File: config.mk
export PLATFORM = sky130hd
export DESIGN_NAME = press_fault_and_palm_supervisor
export DESIGN_NICKNAME = d
export VERILOG_FILES = /design/src/design/window_timer.v /design/src/design/press_fault_and_palm_supervisor.v
export VERILOG_INCLUDE_DIRS = /design/src /design/src/design
export SDC_FILE = /design/constraint.sdc
export NUM_CORES = 1
export LEC_CHECK = 0
export ABC_AREA = 1
export BUFFER_PORTS_ARGS = -buffer_cell sky130_fd_sc_hd__buf_4
export CAP_MARGIN = 40
export CORE_UTILIZATION = 59
export CTS_CLUSTER_SIZE = 40
export DETAILED_ROUTE_END_ITERATION = 10
export MAX_ROUTING_LAYER = met4
export PLACE_DENSITY = 0.8
export REMOVE_ABC_BUFFERS = 1
export SETUP_SLACK_MARGIN = 0.1
export SYNTH_ARGS = -nofsm -noshare
export SYNTH_HDL_FRONTEND = slang
export SYNTH_SLANG_ARGS = --single-unit
File: constraint.sdc
create_clock -name clk_sys -period 3 [get_ports clk_sys]
set_input_delay 0.6 -clock clk_sys [delete_from_list [all_inputs] [get_ports clk_sys]]
set_output_delay 0.6 -clock clk_sys [all_outputs]
set_load 0.02 [all_outputs]
File: src/design/press_supervisor_defines.vh
// Functional notes
// RQ1 - Operator pairs each station's palms within half second
// RQ2 - All palms within five seconds or no stroke
// RQ3 - Multi-station option checks only the concurrent window
// RQ4 - Station select limits which palms start strokes
// RQ5 - Any detected problem stops press, shows fault
// RQ6 - Fault shown as class letter plus two digits
// RQ7 - Class E latched until power cycle only
// RQ8 - Class F cleared by reset button
// RQ9 - Class H cleared by reset button
// RQ10 - Remote reset clears F and H too
// RQ11 - Clearing lockout fault shows lockout message
// RQ12 - Lockout clears after selector OFF then other
// RQ13 - Flash brake warning within 10 ms of limit
// RQ14 - Brake warning latched until power cycle
// RQ15 - Stop time over limit: flash value, inhibit
// RQ16 - Rerun unrepaired brake: stop, fault shown again
// RQ17 - Stop-time fault reset clears, then lockout
// RQ18 - Resolver fault on overspeed or lost angle
// RQ19 - Ram moved with valve de-energized raises fault
// RQ20 - Palms on unselected station raise fault; not raised when station select is 0
// RQ21 - Missed window needs full release before retry
`ifndef PRESS_SUPERVISOR_DEFINES_VH
`define PRESS_SUPERVISOR_DEFINES_VH

// ------------------------------------------------------------
// Timing
// ------------------------------------------------------------
`define CLK_HZ            10000000
`define PALM_TIME_MS      500
`define CONC_TIME_MS      5000
`define BLINK_HALF_MS     250
`define WARN_MARGIN_MS    16'h000a
`define OVERSPEED_SPM     11'h3e8

// ------------------------------------------------------------
// Register offsets and fields
// ------------------------------------------------------------
`define REG_STOP_LIMIT    4'h0
`define REG_STOP_TIME     4'h4
`define REG_STATUS        4'h8
`define REG_FAULT_POST    4'hc
`define POST_NUM_LSB      0
`define POST_NUM_MSB      7
`define POST_CLASS_LSB    8
`define POST_CLASS_MSB    9
`define POST_LOCK_BIT     10
`define STOP_LIMIT_RST    16'h00c8

// ------------------------------------------------------------
// Fault classes and codes (numbers are BCD)
// ------------------------------------------------------------
`define CLASS_NONE        2'h0
`define CLASS_E           2'h1
`define CLASS_F           2'h2
`define CLASS_H           2'h3
`define CODE_RESOLVER     8'h04
`define CODE_RAM_MOVED    8'h11
`define CODE_UNSEL_STN    8'h24

// ------------------------------------------------------------
// Selector encodings
// ------------------------------------------------------------
`define STROKE_OFF        2'h0
`define STN_A             2'h1
`define STN_B             2'h2
`define STN_BOTH          2'h3
`define PIN_IDLE          15'h0002 // Synced pins at rest: angle sensor good

`endif

File: src/design/window_timer.v
`timescale 1ns/1ps
// ------------------------------------------------------------
// Window timer: flags when a run lasts LIMIT cycles
// ------------------------------------------------------------
module window_timer #(
  parameter WIDTH = 26,
  parameter LIMIT = 26'h1
) (
  input  wire clk_sys,
  input  wire rst,
  input  wire clr,
  input  wire run,
  output wire expired
);
  reg [WIDTH-1:0] count_q; // Cycles spent running since clear

  assign expired = (count_q >= LIMIT);

  // Count saturates at the limit so it never wraps back
  always @(posedge clk_sys) begin
    if (rst || clr) begin
      count_q <= {WIDTH{1'b0}};
    end else if (run && !expired) begin
      count_q <= count_q + {{(WIDTH-1){1'b0}}, 1'b1};
    end
  end
endmodule

File: src/design/press_fault_and_palm_supervisor.v
`timescale 1ns/1ps
`include "press_supervisor_defines.vh"
module press_fault_and_palm_supervisor #(
  parameter PALM_CYCLES  = 26'd5000000,
  parameter CONC_CYCLES  = 26'd50000000,
  parameter BLINK_CYCLES = 26'd2500000
) (
  input  wire        clk_sys,
  input  wire        rst,
  input  wire [1:0]  palm_a,
  input  wire [1:0]  palm_b,
  input  wire [1:0]  station_select,
  input  wire        multi_station_opt,
  input  wire [1:0]  stroke_sel,
  input  wire        reset_button,
  input  wire        remote_reset,
  input  wire        ram_moving,
  input  wire        dual_safety_valve_on,
  input  wire        angle_valid,
  input  wire [10:0] speed_spm,
  input  wire [15:0] stop_time_ms,
  input  wire        stop_time_valid,
  input  wire [3:0]  reg_addr,
  input  wire [31:0] reg_wdata,
  input  wire        reg_wr,
  input  wire        reg_rd,
  output reg  [31:0] reg_rdata,
  output wire        stop_cmd,
  output wire        stroke_go,
  output wire [1:0]  disp_class,
  output wire [7:0]  disp_num,
  output wire        disp_lockout,
  output wire [15:0] disp_stop_time,
  output wire        disp_flash,
  output wire        brake_warn_led
);

  // ------------------------------------------------------------
  // Pin synchronisers
  // ------------------------------------------------------------
  localparam PINS = 15;
  wire [PINS-1:0] pin_raw;   // Raw pins from switches and sensors
  reg  [PINS-1:0] pin_s1_q;  // First stage, read only by second
  reg  [PINS-1:0] pin_s2_q;  // Safe to use from here on

  assign pin_raw = {palm_a, palm_b, station_select, multi_station_opt, stroke_sel,
                    reset_button, remote_reset, ram_moving, dual_safety_valve_on,
                    angle_valid, 1'b0};

  // Two flops per pin; idle reset so no false angle loss follows reset
  always @(posedge clk_sys) begin
    if (rst) begin
      pin_s1_q <= `PIN_IDLE;
      pin_s2_q <= `PIN_IDLE;
    end else begin
      pin_s1_q <= pin_raw;
      pin_s2_q <= pin_s1_q;
    end
  end

  wire [1:0] pa     = pin_s2_q[14:13]; // Station A palms
  wire [1:0] pb     = pin_s2_q[12:11]; // Station B palms
  wire [1:0] sel    = pin_s2_q[10:9];  // Station select
  wire       multi  = pin_s2_q[8];     // Multi-station option
  wire [1:0] stroke = pin_s2_q[7:6];   // Stroke selector
  wire       rbtn   = pin_s2_q[5];     // Front reset
  wire       rrem   = pin_s2_q[4];     // Remote reset
  wire       ram_mv = pin_s2_q[3];     // Ram motion seen
  wire       dsv_on = pin_s2_q[2];     // Valve drive energised
  wire       ang_ok = pin_s2_q[1];     // Angle sensor good

  reg  reset_any_q;                    // Previous reset level
  wire reset_any  = rbtn | rrem;       // RQ10
  wire reset_edge = reset_any & ~reset_any_q;

  // ------------------------------------------------------------
  // Registers seen by software
  // ------------------------------------------------------------
  reg [15:0] stop_limit_q;   // Stop-time limit in ms
  reg [15:0] stop_last_q;    // Last measured stop time
  reg        post_q;         // One-cycle fault post from software
  reg [10:0] post_data_q;    // Posted class, number, lockout flag

  // Writes steer the limit and post processor faults
  always @(posedge clk_sys) begin
    if (rst) begin
      stop_limit_q <= `STOP_LIMIT_RST;
      post_q       <= 1'b0;
      post_data_q  <= 11'h000;
    end else begin
      post_q <= 1'b0;
      if (reg_wr && reg_addr == `REG_STOP_LIMIT) begin
        stop_limit_q <= reg_wdata[15:0];
      end
      if (reg_wr && reg_addr == `REG_FAULT_POST) begin
        post_q      <= 1'b1;
        post_data_q <= reg_wdata[`POST_LOCK_BIT:`POST_NUM_LSB];
      end
    end
  end

  // ------------------------------------------------------------
  // Palm window checks
  // ------------------------------------------------------------
  localparam S_WAIT_REL = 2'h0;
  localparam S_READY    = 2'h1;
  localparam S_ARM      = 2'h2;
  localparam S_RUN      = 2'h3;
  reg  [1:0] state_q;        // Palm sequencer state
  reg  [1:0] state_d;

  wire sel_a = sel[0];                          // RQ4
  wire sel_b = sel[1];                          // RQ4
  wire [3:0] live  = {pa & {2{sel_a}}, pb & {2{sel_b}}};
  wire need_all    = (sel != 2'h0);
  wire all_held    = need_all & (!sel_a | (&pa)) & (!sel_b | (&pb));
  wire any_held    = |live;
  wire all_free    = ~(|pa) & ~(|pb);
  wire timers_clr  = (state_q != S_ARM);
  // Per-station pairing only when the option is off
  wire pair_a_run  = !multi & sel_a & (|pa) & !(&pa); // RQ3
  wire pair_b_run  = !multi & sel_b & (|pb) & !(&pb); // RQ3
  wire miss_a;
  wire miss_b;
  wire miss_conc;
  wire inhibit;
  wire window_miss = miss_a | miss_b | miss_conc;

  window_timer #(.WIDTH(26), .LIMIT(PALM_CYCLES)) u_pair_a (
    .clk_sys (clk_sys),
    .rst     (rst),
    .clr     (timers_clr),
    .run     (pair_a_run),
    .expired (miss_a)
  );

  window_timer #(.WIDTH(26), .LIMIT(PALM_CYCLES)) u_pair_b (
    .clk_sys (clk_sys),
    .rst     (rst),
    .clr     (timers_clr),
    .run     (pair_b_run),
    .expired (miss_b)
  );

  // Concurrent window across every selected station
  window_timer #(.WIDTH(26), .LIMIT(CONC_CYCLES)) u_conc (
    .clk_sys (clk_sys),
    .rst     (rst),
    .clr     (timers_clr),
    .run     (!all_held),
    .expired (miss_conc)
  );

  // Sequencer: release, first press, all held, run
  always @* begin
    state_d = state_q;
    case (state_q)
      S_WAIT_REL: begin
        if (all_free) begin
          state_d = S_READY;                    // RQ21
        end
      end
      S_READY: begin
        if (any_held && !inhibit) begin
          state_d = S_ARM;
        end
      end
      S_ARM: begin
        if (inhibit || window_miss) begin
          state_d = S_WAIT_REL;                 // RQ21
        end else if (all_held) begin
          state_d = S_RUN;                      // RQ2
        end else if (!any_held) begin
          state_d = S_READY;
        end
      end
      S_RUN: begin
        // Any release or stop ends the stroke permit
        if (inhibit || !all_held) begin
          state_d = S_WAIT_REL;
        end
      end
      default: begin
        state_d = S_WAIT_REL;
      end
    endcase
  end

  // State flop
  always @(posedge clk_sys) begin
    if (rst) begin
      state_q <= S_WAIT_REL;
    end else begin
      state_q <= state_d;
    end
  end

  // ------------------------------------------------------------
  // Fault detectors
  // ------------------------------------------------------------
  wire f_ram   = ram_mv & !dsv_on;                            // RQ19
  wire f_res   = (speed_spm > `OVERSPEED_SPM) | !ang_ok;      // RQ18
  wire f_unsel = ((sel != `STN_BOTH) && need_all) &&
                 ((!sel_a && (|pa)) || (!sel_b && (|pb)));    // RQ20

  reg       raise;          // Some detector or a software post fires this cycle
  reg [1:0] raise_class;
  reg [7:0] raise_num;
  reg       raise_lock;

  // Fixed priority among detectors; ram motion is the worst
  always @* begin
    raise       = 1'b1;
    raise_class = `CLASS_F;
    raise_num   = `CODE_RAM_MOVED;
    raise_lock  = 1'b1;
    if (f_ram) begin
      raise_num = `CODE_RAM_MOVED;
    end else if (f_res) begin
      raise_num  = `CODE_RESOLVER;
      raise_lock = 1'b0;
    end else if (f_unsel) begin
      raise_num  = `CODE_UNSEL_STN;
      raise_lock = 1'b0;
    end else if (post_q) begin
      raise_class = post_data_q[`POST_CLASS_MSB:`POST_CLASS_LSB];
      raise_num   = post_data_q[`POST_NUM_MSB:`POST_NUM_LSB];
      raise_lock  = post_data_q[`POST_LOCK_BIT];
    end else begin
      raise      = 1'b0;
      raise_lock = 1'b0;
    end
  end

  // ------------------------------------------------------------
  // Fault latch, lockout and brake monitor
  // ------------------------------------------------------------
  reg        flt_q;          // A coded fault is latched
  reg [1:0]  flt_class_q;
  reg [7:0]  flt_num_q;
  reg        flt_lock_q;
  reg        stt_q;          // Stop-time exceeded
  reg [15:0] stt_val_q;      // Stop time being flashed
  reg        lock_q;         // Lockout message showing
  reg        lock_off_q;     // Selector seen at OFF during lockout
  reg        warn_q;         // Brake warning latched

  wire clr_ok  = (flt_class_q == `CLASS_F) || (flt_class_q == `CLASS_H); // RQ7
  wire clr_flt = reset_edge & flt_q & clr_ok;                            // RQ8 RQ9
  wire [16:0] warn_sum = {1'b0, stop_time_ms} + {1'b0, `WARN_MARGIN_MS};
  wire over  = stop_time_valid && (stop_time_ms > stop_limit_q);         // RQ16
  wire close = stop_time_valid && (warn_sum >= {1'b0, stop_limit_q});

  // A new fault beats a clear in the same cycle
  always @(posedge clk_sys) begin
    if (rst) begin
      flt_q       <= 1'b0;
      flt_class_q <= `CLASS_NONE;
      flt_num_q   <= 8'h00;
      flt_lock_q  <= 1'b0;
    end else if (raise && (!flt_q || clr_flt)) begin
      flt_q       <= 1'b1;                      // RQ5
      flt_class_q <= raise_class;               // RQ6
      flt_num_q   <= raise_num;
      flt_lock_q  <= raise_lock;
    end else if (clr_flt) begin
      flt_q       <= 1'b0;                      // RQ8 RQ9
      flt_class_q <= `CLASS_NONE;
      flt_num_q   <= 8'h00;
      flt_lock_q  <= 1'b0;
    end
  end

  // Stop-time fault: repeat runs set it again until fixed
  always @(posedge clk_sys) begin
    if (rst) begin
      stt_q       <= 1'b0;
      stt_val_q   <= 16'h0000;
      stop_last_q <= 16'h0000;
    end else begin
      if (stop_time_valid) begin
        stop_last_q <= stop_time_ms;
      end
      if (over) begin
        stt_q     <= 1'b1;                      // RQ15 RQ16
        stt_val_q <= stop_time_ms;
      end else if (reset_edge) begin
        stt_q <= 1'b0;                          // RQ17
      end
    end
  end

  // Brake warning only a power cycle removes
  always @(posedge clk_sys) begin
    if (rst) begin
      warn_q <= 1'b0;
    end else if (close) begin
      warn_q <= 1'b1;                           // RQ13 RQ14
    end
  end

  // Lockout: set on clearing a lockout fault, leave via OFF
  always @(posedge clk_sys) begin
    if (rst) begin
      lock_q      <= 1'b0;
      lock_off_q  <= 1'b0;
      reset_any_q <= 1'b0;
    end else begin
      reset_any_q <= reset_any;
      if ((clr_flt && flt_lock_q) || (reset_edge && stt_q && !over)) begin
        lock_q     <= 1'b1;                     // RQ11 RQ17
        lock_off_q <= 1'b0;
      end else if (lock_q && stroke == `STROKE_OFF) begin
        lock_off_q <= 1'b1;                     // RQ12
      end else if (lock_q && lock_off_q) begin
        lock_q     <= 1'b0;                     // RQ12
        lock_off_q <= 1'b0;
      end
    end
  end

  // ------------------------------------------------------------
  // Flash clock and outputs
  // ------------------------------------------------------------
  reg [25:0] blink_cnt_q;    // Half-period counter
  reg        blink_q;        // Flash phase

  // Slow square wave shared by every flashing indicator
  always @(posedge clk_sys) begin
    if (rst) begin
      blink_cnt_q <= 26'h0000000;
      blink_q     <= 1'b0;
    end else if (blink_cnt_q >= BLINK_CYCLES - 26'd1) begin
      blink_cnt_q <= 26'h0000000;
      blink_q     <= ~blink_q;
    end else begin
      blink_cnt_q <= blink_cnt_q + 26'd1;
    end
  end

  // Stop and inhibit are combined: any one keeps the press still
  assign inhibit        = flt_q | stt_q | lock_q;       // RQ12 RQ15
  assign stop_cmd       = inhibit;                      // RQ5
  assign stroke_go      = (state_q == S_RUN);
  assign disp_class     = flt_class_q;                  // RQ6
  assign disp_num       = flt_num_q;
  assign disp_lockout   = lock_q & !flt_q;              // RQ11
  assign disp_stop_time = stt_val_q;
  assign disp_flash     = stt_q & blink_q;              // RQ15
  assign brake_warn_led = warn_q & blink_q;             // RQ13

  // ------------------------------------------------------------
  // Register read port, data one cycle after the strobe
  // ------------------------------------------------------------
  always @(posedge clk_sys) begin
    if (rst) begin
      reg_rdata <= 32'h00000000;
    end else if (reg_rd) begin
      case (reg_addr)
        `REG_STOP_LIMIT: reg_rdata <= {16'h0000, stop_limit_q};
        `REG_STOP_TIME:  reg_rdata <= {16'h0000, stop_last_q};
        `REG_STATUS:     reg_rdata <= {16'h0000, state_q, warn_q, lock_q, stt_q,
                                       flt_lock_q, flt_q, flt_class_q == `CLASS_NONE,
                                       flt_class_q == `CLASS_E ? flt_num_q : flt_num_q};
        default:         reg_rdata <= 32'h00000000;
      endcase
    end else begin
      reg_rdata <= 32'h00000000;
    end
  end

endmodule

==> results_dict.tcl, run 1 <==
set metrics [dict create \
    grt_pass1_wl_um 45100 \
    vias 10800 \
    fp.coreArea_um2 19400 \
    ff2ff_path_depth 8 \
    ys_async_sr_fraction_pct 0 \
    clk_latency_ps 520 \
    finalMaxSlewViolations 0 \
    cts_tree "done" \
    r2r_start "pin_s2_q[4]" \
    timing_hold_violations_final 0 \
    clock_path_buffers 3 \
    endpoint "warn_q" \
    cts_resized 0 \
    worstMarginPinSlew_ps 706 \
    p_int_mw 5.26 \
    crit_arrival_ps 2860 \
    final.period_utilization_pct 81.9 \
    areaGrowthSynthToFinish_pct 15.8 \
    setup-violations-final 0 \
    max_freq_ghz 0.407 \
    gr-usage-all-layers_pct 27.9 \
    gr-total-overflow 0 \
    vdd_drop_max_v 0.000351 \
    syn_area_um2 11600 \
    cp-end-kind "flop" \
    whs_ps 270 \
    antenna_found_initial 0 \
    clock_power_share_pct 44.2 \
    routed_wl_um 27600 \
    tns_ps 0 \
    wl_per_cell_um 13.5 \
    reg2reg_slack_ps 730 \
    antenna_cells 0 \
    cellPowerDensity_nw_per_um2 524 \
    initialDrtViolationCount 599 \
    p_leak_nw 5.61 \
    fp.dieW_um 143 \
    critical_path.startpoint_type "input pin" \
    drive_gt1_share_pct 12.7 \
    critical_path_class "input pin to flop" \
    synth-seq-cells 228 \
    io_pins 145 \
    dp_hpwl_um 19900 \
    slowest_stage "nor2_1" \
    crit_buf_inv 2 \
    htree_levels 1 \
    slew-limit-headroom_pct 52.9 \
    cts_sinks 228 \
    cts_buffers 25 \
    grt_pass1_vias 9825 \
    path_delay_family "simple AND/OR/NAND/NOR gates" \
    root_buffer "clkbuf_16" \
    drv_cap 0 \
    pwr-share-comb_pct 10.8 \
    outcome "finished, violations left" \
    grt_max_degree 45 \
    placed_cell_area_um2 12600 \
    synthTopCellsByArea "dfxtp_1 39%, nand2_1 11%, nor2_1 8.3%" \
    fin_worst_skew_ps 13.5 \
    vias_per_cell 5.29 \
    drc 4 \
    crit_fanout 5 \
    nets 1883 \
    place.gp.congestion 0.922 \
    power_frac_seq_pct 45.0 \
    worst-endpoint-required_ps 3410 \
    hold_depth 2 \
    violations "DRC" \
    num_rows 51 \
    p_sw_mw 1.81 \
    hp-class "input pin to flop" \
    pre_cts_slack_ps 57.9 \
    design_area_um2 13500 \
    fp.dieH_um 143 \
    synth_warnings 0 \
    hold_buffers 0 \
    synthFlopType "dfxtp_1" \
    startpoint "stop_time_ms[1]" \
    path_common_cell "nor2_1" \
    yosysTopAreaCell "dfxtp_1" \
    dieArea_um2 20300 \
    cts_setup_buffers 0 \
    rsz0062_at_grt "false" \
    syn-mean-instance-area_um2 7.04 \
    ys_seq_area_share_pct 39.2 \
    slowest_delay_ps 290 \
    worst_slack_ps 544 \
    synth_cell_type_count 51 \
    synthCells 1654 \
    first_pass_iters 8 \
    rr_endpoint "disp_class[1]" \
    min_period_ps 2460 \
    sw_frac_of_total_pct 25.6 \
    portBuffers 112 \
    crit_cells 15 \
    start_util_pct 60.0 \
    synth_edf_count 0 \
    drtAntennaViolNets 0 \
    crit_chain "buf_4 > ha_1 > nor2_1 > nor2_1 > nand4_1 > nor2_1 > nand4_1 > xnor2_1 > ha_1 > inv_1 > o21bai_1 > a41oi_1 > nand3_1 > a21oi_1 > nor2_1" \
    clk_pin_slew_worst_paths_ps 60 \
    yosysTopAreaCellShare_pct 39.2 \
]
-- sequential cells by signal, summed over array words and instances (netlist names), 16 cells and up --
name              flops
reg_rdata            16
stop_limit_q         16
u_pair_b.count_q     26
blink_cnt_q          26
stop_last_q          16
disp_stop_time       16
u_pair_a.count_q     26
u_conc.count_q       26
-- worst min path at each step --
stage	to	startpoint
after floorplan	pin_s2_q[10]	pin_s1_q[10]
after global placement	pin_s2_q[1]	pin_s1_q[1]
after detailed placement	pin_s2_q[2]	pin_s1_q[2]
after CTS	pin_s1_q[1]	angle_valid
after global routing	pin_s1_q[1]	angle_valid
final	pin_s1_q[1]	angle_valid
-- routing by layer --
layer	track usage, %	vias up	wire (um)
met5	-	-	0
met1	35.2	4977	12200
met3	3.16	50	1640
met4	7.53	0	523
li1	-	5477	-
met2	47.2	306	13300
-- cell families (layout without fill, tap and decap cells) --
logic type	Yosys count	count (layout)	synth area share, %
AOI/OAI and AO/OA	253	253	11.6
other	1	20	0.0322
xor gates and xnor gates	62	62	4.66
and+or+nand+nor	798	798	30.3
DFF	228	228	39.2
buffers and inverters	273	380	10.1
adders and majority gates	39	39	4.19
-- metrics by stage --
step                power (mW)  utilization (%)  instances
floorplan                 3.68                -       1609
global placement          3.97             65.0       1998
detailed placement        4.00             65.2       2000
CTS                       7.11             69.5       2045
global route              7.34             69.5       2045
finish                    7.06             69.5       2045
-- cells in the final DEF, fill, tap and decap left out, types with 3 or more instances in the layout --
cell type    n
nand2_1    333
nor2_1     259
dfxtp_1    228
inv_1      197
a21oi_1    131
buf_4      124
o21ai_0     87
nand3_1     73
xor2_1      47
nor3_1      43
ha_1        39
nand4_1     32
clkbuf_16   25
conb_1      20
xnor2_1     15
o211ai_1    13
nor3_2      12
inv_2       10
clkinv_2     9
nor2_2       8
nor4_1       7
nor2_4       5
o21ai_1      5
nand2_2      4
nand3_2      3
and2_1       3
nand3b_1     3
clkbuf_8     3
bufinv_16    3
-- power by group through the flow --
stage	combinational, mW	sequential (mW)	clock (mW)
floorplan	0.413	3.26	0
global placement	0.730	3.24	0
detailed placement	0.751	3.25	0
CTS	0.757	3.18	3.17
global route	0.847	3.19	3.30
finish	0.761	3.18	3.12
-- Yosys cell counts, types with 3 or more instances --
master and number:
nand2_1 333, nor2_1 259, dfxtp_1 228, inv_1 197, a21oi_1 131, o21ai_0 87, nand3_1 73, xor2_1 47
nor3_1 43, ha_1 39, nand4_1 32, clkbuf_1 30, buf_4 22, xnor2_1 15, o211ai_1 13, nor3_2 12
inv_2 10, nor2_2 8, nor4_1 7, buf_2 6, buf_6 5, nor2_4 5, o21ai_1 5, nand2_2 4
and2_1 3, nand3_2 3, nand3b_1 3
-- worst reg2reg max path: cells and delay by family (launching register included) --
family          cells  cell delay, ps
compound gates      3             470
simple gates        3            1150
buf+inv             2             250
flops               1             320
-- cell type report --
cell class                      instances  area, um2
Inverter                              209        792
Clock buffer                           29        671
Sequential cell                       228       4560
Multi-Input combinational cell       1172       5980
Timing Repair Buffer                  126        978
Tap cell                              265        332
Fill cell                            1716       5910
Clock inverter                         16        168
Note: power is estimated with default switching activity, not from simulation.
==> run 2: changes to the inputs <==
--- a/config.mk
+++ b/config.mk
@@ -9,11 +9,11 @@
 export ABC_AREA = 1
 export BUFFER_PORTS_ARGS = -buffer_cell sky130_fd_sc_hd__buf_4
 export CAP_MARGIN = 40
-export CORE_UTILIZATION = 59
+export CORE_UTILIZATION = 53
 export CTS_CLUSTER_SIZE = 40
 export DETAILED_ROUTE_END_ITERATION = 10
 export MAX_ROUTING_LAYER = met4
-export PLACE_DENSITY = 0.8
+export PLACE_DENSITY = 0.76
 export REMOVE_ABC_BUFFERS = 1
 export SETUP_SLACK_MARGIN = 0.1
 export SYNTH_ARGS = -nofsm -noshare
==> constraint.sdc (replaced) <==
create_clock -name clk_sys -period 2 [get_ports clk_sys]
set_input_delay 0.4 -clock clk_sys [delete_from_list [all_inputs] [get_ports clk_sys]]
set_output_delay 0.4 -clock clk_sys [all_outputs]
set_load 0.02 [all_outputs]
==> run 2 against run 1 <==
  * The flow now finishes without violations
  * Worst setup slack got worse by 510 ps
  * Cell count grew 4.0%
  * Clock power grew 53%
  * Die area grew 11%
  * Register-to-register slack worse by 660 ps
  * Hold slack worse by 200 ps
  * Sequential power rose by 50%
  * Sequential cell count stayed put
  * Largest power group unchanged
==> results_dict.tcl, run 2 (synthesized netlist as in run 1, its figures left out) <==
set metrics [dict create \
    outcome "complete, no violations" \
    final_core_utilization_pct 67.1 \
    antenna_found_initial 0 \
    worstMarginPinSlew_ps 761 \
    dp_hpwl_um 21500 \
    start_util_pct 54.7 \
    portBuffers 112 \
    gr-usage-all-layers_pct 26.5 \
    cp-end-kind "flop" \
    finalNonFillerCells 2126 \
    fin_worst_skew_ps 7.61 \
    wl_met1_um 13300 \
    io_pins 145 \
    vias_per_cell 5.21 \
    crit_arrival_ps 2370 \
    areaGrowthSynthToFinish_pct 22.6 \
    p_leak_nw 5.98 \
    hold_buffers 0 \
    wl_per_cell_um 14.1 \
    slew-limit-headroom_pct 49.2 \
    fp.dieH_um 150 \
    drive_gt1_share_pct 18.4 \
    htree_levels 1 \
    dr_wl_met3_um 1610 \
    placed_cell_area_um2 13100 \
    vdd_drop_max_v 0.000621 \
    drc 0 \
    crit_fanout 4 \
    worst-endpoint-required_ps 2410 \
    final_common_cell "nand2_1" \
    hp-class "input pin to flop" \
    routed_wl_um 29900 \
    root_buffer "clkbuf_16" \
    layout_common_cells "327 x nand2_1, 249 x nor2_1, 225 x dfxtp_1, 190 x inv_1, 190 x buf_4" \
    timing_hold_violations_final 0 \
    crit_chain "buf_4 > a21o_1 > nand3_2 > nor3_4 > buf_4 > xor2_1 > ha_1 > a21o_1 > nor2_2 > nand3_2 > nand2_1 > nand2_1 > nand2_1 > nand3_2 > a21oi_2 > nor2_1" \
    cts_sinks 228 \
    initialDrtViolationCount 751 \
    clk_pin_slew_worst_paths_ps 60 \
    critical_path_class "input pin to flop" \
    design_area_um2 14300 \
    nets 1954 \
    slowest_stage "ha_1" \
    highest_layer "met4" \
    vias 11100 \
    wl_met2_um 14400 \
    cellPowerDensity_nw_per_um2 758 \
    grt_pass1_vias 10300 \
    setup-violations-final 0 \
    max_freq_ghz 0.509 \
    min_period_ps 1970 \
    drv_cap 0 \
    first_pass_iters 7 \
    num_rows 53 \
    fp.dieW_um 150 \
    dp_cells 2070 \
    rsz0062_at_grt "true" \
    antenna_cells 0 \
    clk_latency_ps 520 \
    final.period_utilization_pct 98.3 \
    drtAntennaViolNets 0 \
    dieArea_um2 22600 \
    fp.coreArea_um2 21300 \
    slowest_delay_ps 260 \
    cts_buffers 25 \
    finalMaxSlewViolations 0 \
    clock_path_buffers 3 \
    grt_pass1_wl_um 47600 \
    place.gp.congestion 0.916 \
    grt_max_degree 44 \
    cts_tree "done" \
    gr-total-overflow 0 \
    critical_path.startpoint_type "input pin" \
]
==> run 2: metrics by stage <==
stage          power [mW]  TNS [ps]  hold slack [ps]  setup slack [ps]
6_report             10.8         0             67.3              34.8
3_5_place_dp         6.06     -3940              394              -601
2_1_floorplan        5.52     -1100              388              -276
5_1_grt              11.2     -93.7             59.7             -86.6
3_3_place_gp         6.04     -3040              391              -577
4_1_cts              10.8         0             51.2              2.39
==> run 2: worst max-delay path, delay by kind of cell <==
| family | cells | cell delay, ps |
|---|---|---|
| adder cells (fa/ha/maj) | 1 | 260 |
| XOR/XNOR | 1 | 140 |
| AO/OA/AOI/OAI | 3 | 480 |
| AND/OR/NAND/NOR | 9 | 850 |
| buffers and inverters | 2 | 240 |
==> run 2: power by group <==
group	internal (mW)	total [mW]	switching (mW)	leakage, nW
registers	4.68	4.78	0.0945	1.86
logic	0.501	1.29	0.789	3.71
clock network	2.87	4.76	1.89	0.416
==> run 2: cell type report <==
| class | count | area, um2 |
|---|---|---|
| Sequential cell | 228 | 4570 |
| Inverter | 209 | 798 |
| Clock buffer | 34 | 709 |
| Multi-Input combinational cell | 1173 | 6200 |
| Fill cell | 1859 | 7000 |
| Timing Repair Buffer | 196 | 1520 |
| Tap cell | 275 | 344 |
| Clock inverter | 11 | 139 |
==> run 2: routing by layer <==
metal	vias to the layer above	GRT usage [%]
met5	-	-
met4	0	6.77
met3	50	2.85
met2	310	43.9
met1	5098	34.4
li1	5620	-
==> run 2: final timing paths <==
kind	start	to	slack, ps	cells past startpoint
worst min-delay path	angle_valid	pin_s1_q[1]	70	2
worst min register to register	pin_s1_q[2]	pin_s2_q[2]	400	2
worst max register to register	stop_limit_q[1]	disp_stop_time[1]	70	13
worst max-delay path	stop_time_ms[1]	warn_q	30	16
==> run 2: what timing repair did <==
action,4_1_cts,5_1_grt
pin swaps,1,21
buffers inserted,2,7
endpoints found under the hold margin,0,0
gates cloned,0,2
gates resized for setup,4,67
setup endpoints to repair,17,59
==> run 3: changes to the inputs <==
--- a/config.mk
+++ b/config.mk
@@ -13,9 +13,10 @@
 export CTS_CLUSTER_SIZE = 40
 export DETAILED_ROUTE_END_ITERATION = 10
 export MAX_ROUTING_LAYER = met4
-export PLACE_DENSITY = 0.76
+export PLACE_DENSITY = 0.75
 export REMOVE_ABC_BUFFERS = 1
 export SETUP_SLACK_MARGIN = 0.1
 export SYNTH_ARGS = -nofsm -noshare
 export SYNTH_HDL_FRONTEND = slang
+export SYNTH_HIERARCHICAL = 1
 export SYNTH_SLANG_ARGS = --single-unit
==> run 3 against run 2 <==
  * Hold slack better by 7.2 ps
  * Clock power is 4% lower
  * Register-to-register slack better by 30 ps
  * Global-route usage is 2.0 points higher
  * Clock skew is 7.1 ps higher
  * Cell count is 10% higher
  * Die area is 5.2% higher
  * Critical endpoint unchanged
==> results_dict.tcl, run 3 <==
set metrics [dict create \
    ys_seq_area_share_pct 37.2 \
    gr-usage-all-layers_pct 28.5 \
    min_period_ps 1990 \
    synthFlopType "dfxtp_1" \
    yosysTopAreaCellShare_pct 37.2 \
    antenna_cells 0 \
    final_common_cell "nand2_1" \
    r2r_start "u_conc/count_q[11]" \
    initialDrtViolationCount 778 \
    crit_arrival_ps 2390 \
    yosysTopAreaCell "dfxtp_1" \
    areaGrowthSynthToFinish_pct 24.2 \
    seq_area_um2 4590 \
    root_buffer "clkbuf_16" \
    vias 12200 \
    wl_per_cell_um 14.2 \
    critical_path_class "input pin to flop" \
    fp.dieH_um 154 \
    clk_latency_ps 520 \
    max_freq_ghz 0.503 \
    synthTopCellsByArea "dfxtp_1 37%, nand2_1 13%, nor2_1 8.0%" \
    hold_buffers 0 \
    synth_edf_count 0 \
    finalMaxSlewViolations 0 \
    crit_fanout 2 \
    cp-end-kind "flop" \
    setup-violations-final 0 \
    fp.dieW_um 154 \
    synth-seq-cells 228 \
    reg2reg_slack_ps 100 \
    ff2ff_path_depth 14 \
    synth_cell_type_count 48 \
    start_util_pct 54.2 \
    ys_async_sr_fraction_pct 0 \
    drive_gt1_share_pct 19.8 \
    dieArea_um2 23800 \
    rr_endpoint "state_q[1]" \
    first_pass_iters 6 \
    timing_hold_violations_final 0 \
    worst-endpoint-required_ps 2410 \
    synth_warnings 6 \
    vias_per_cell 5.20 \
    nets 2163 \
    clock_path_buffers 3 \
    dp_hpwl_um 24400 \
    outcome "complete, no violations" \
    critical_path.startpoint_type "input pin" \
    grt_pass1_vias 11500 \
    dp_cells 2291 \
    place.gp.congestion 0.977 \
    cts_tree "done" \
    clk_pin_slew_worst_paths_ps 60 \
    endpoint "warn_q" \
    fp.coreArea_um2 22600 \
    synth_common_cells "423 x nand2_1, 260 x nor2_1, 242 x inv_1" \
    cellPowerDensity_nw_per_um2 702 \
    p_leak_nw 6.48 \
    antenna_found_initial 0 \
    layout_common_cells "405 x nand2_1, 243 x nor2_1, 239 x inv_1, 227 x buf_4, 215 x dfxtp_1" \
    drc 0 \
    final.period_utilization_pct 99.4 \
    portBuffers 112 \
    nFillCells 1989 \
    drv_cap 0 \
    gr-total-overflow 0 \
    final_core_utilization_pct 67.3 \
    min_from "stroke_sel[1]" \
    htree_levels 1 \
    startpoint "stop_time_ms[2]" \
    rsz0062_at_grt "true" \
    routed_wl_um 33400 \
    syn-mean-instance-area_um2 6.69 \
    fin_worst_skew_ps 14.7 \
    synth.most_common_cell "nand2_1" \
    finalNonFillerCells 2345 \
    hold_depth 3 \
    synthCells 1833 \
    multi_input_area_um2 6710 \
    worstMarginPinSlew_ps 600 \
    syn_area_um2 12300 \
    num_rows 55 \
    vdd_drop_max_v 0.000586 \
    cts_buffers 25 \
    cts_sinks 228 \
    grt_pass1_wl_um 54200 \
    drtAntennaViolNets 0 \
    io_pins 145 \
    grt_max_degree 41 \
    hp-class "input pin to flop" \
    slew-limit-headroom_pct 60.0 \
]
[run 3: changes by cell type after synthesis, moves of 12 or more]
cell	previous run	this run
inv_1	197	242
nand2_1	333	423
nand3_1	73	134
nand4_1	32	47
nor3_1	43	24
nor3_2	12	0
xor2_1	47	27
[run 3: cell families (layout without fill, tap and decap cells)]
| group | count (synthesis) | count (layout) | synth area share (%) |
|---|---|---|---|
| AOI/OAI and AO/OA | 253 | 253 | 11.3 |
| xor gates and xnor gates | 34 | 34 | 2.43 |
| adders and majority gates | 39 | 39 | 3.98 |
| buffers and inverters | 327 | 535 | 11.2 |
| DFF | 228 | 228 | 37.2 |
| other | 1 | 20 | 0.0306 |
| and+or+nand+nor | 951 | 951 | 33.9 |
[run 3: layer usage]
layer	track usage (%)	wire length (um)	part of all wire, %
met4	11.0	1260	3.8
met1	35.1	14400	43
met2	47.9	16100	48
met3	3.10	1640	4.9
met5	-	0	0
[run 3: stage by stage]
step                cell area (um2)  setup TNS (ps)  setup WS, ps  power, mW  hold slack, ps
floorplan                     11900          -45800          -959       5.52             388
global placement              14000           -1840          -642       6.07             389
detailed placement            14000           -3030          -732       6.10             396
CTS                           14800               0          15.3       10.7            59.9
global route                  15200            -188          -135       11.1            70.0
finish                        15200               0          12.3       10.7            74.5
[run 3: area by class of cell]
| cell class | count | share of cell area [%] |
|---|---|---|
| clock buffers | 37 | 4.93 |
| well taps | 285 | 2.34 |
| clock inverters | 8 | 0.501 |
| multi-input cells | 1297 | 44.0 |
| flip-flops and latches | 228 | 30.1 |
| repair buffers | 233 | 11.7 |
| inverters | 257 | 6.35 |
[run 3: worst max-delay path, stage by stage]
cell	delay, ps
buf_8	80
ha_4	140
o21ai_4	70
nor3_4	230
nand2_2	130
nor2_4	140
xor2_1	160
ha_1	240
nand2_1	80
inv_2	50
nand2_4	60
nor2_4	40
a21oi_2	120
nand2_1	80
nand2_1	80
nand2_1	50
nand2_1	60
nand2_1	50
nand2_1	50
a21oi_1	60
[run 3: repair_timing]
| action | CTS | global route |
|---|---|---|
| resized for setup | 10 | 92 |
| endpoints found under the setup margin | 8 | 74 |
| buffers inserted | 1 | 6 |
| pin swaps | 3 | 39 |
| cloned | 0 | 2 |
[run 3: how the worst min path moves through the flow]
stage and endpoint:
5_1_grt pin_s1_q[1], 2_1_floorplan pin_s2_q[10], 3_5_place_dp pin_s2_q[13], 6_report pin_s1_q[7]
4_1_cts pin_s1_q[1], 3_3_place_gp pin_s2_q[9]
[run 3: power by group]
part	switching [mW]	internal [mW]
Sequential	0.0963	4.68
Combinational	0.822	0.517
Clock	1.85	2.72
Total	2.77	7.92
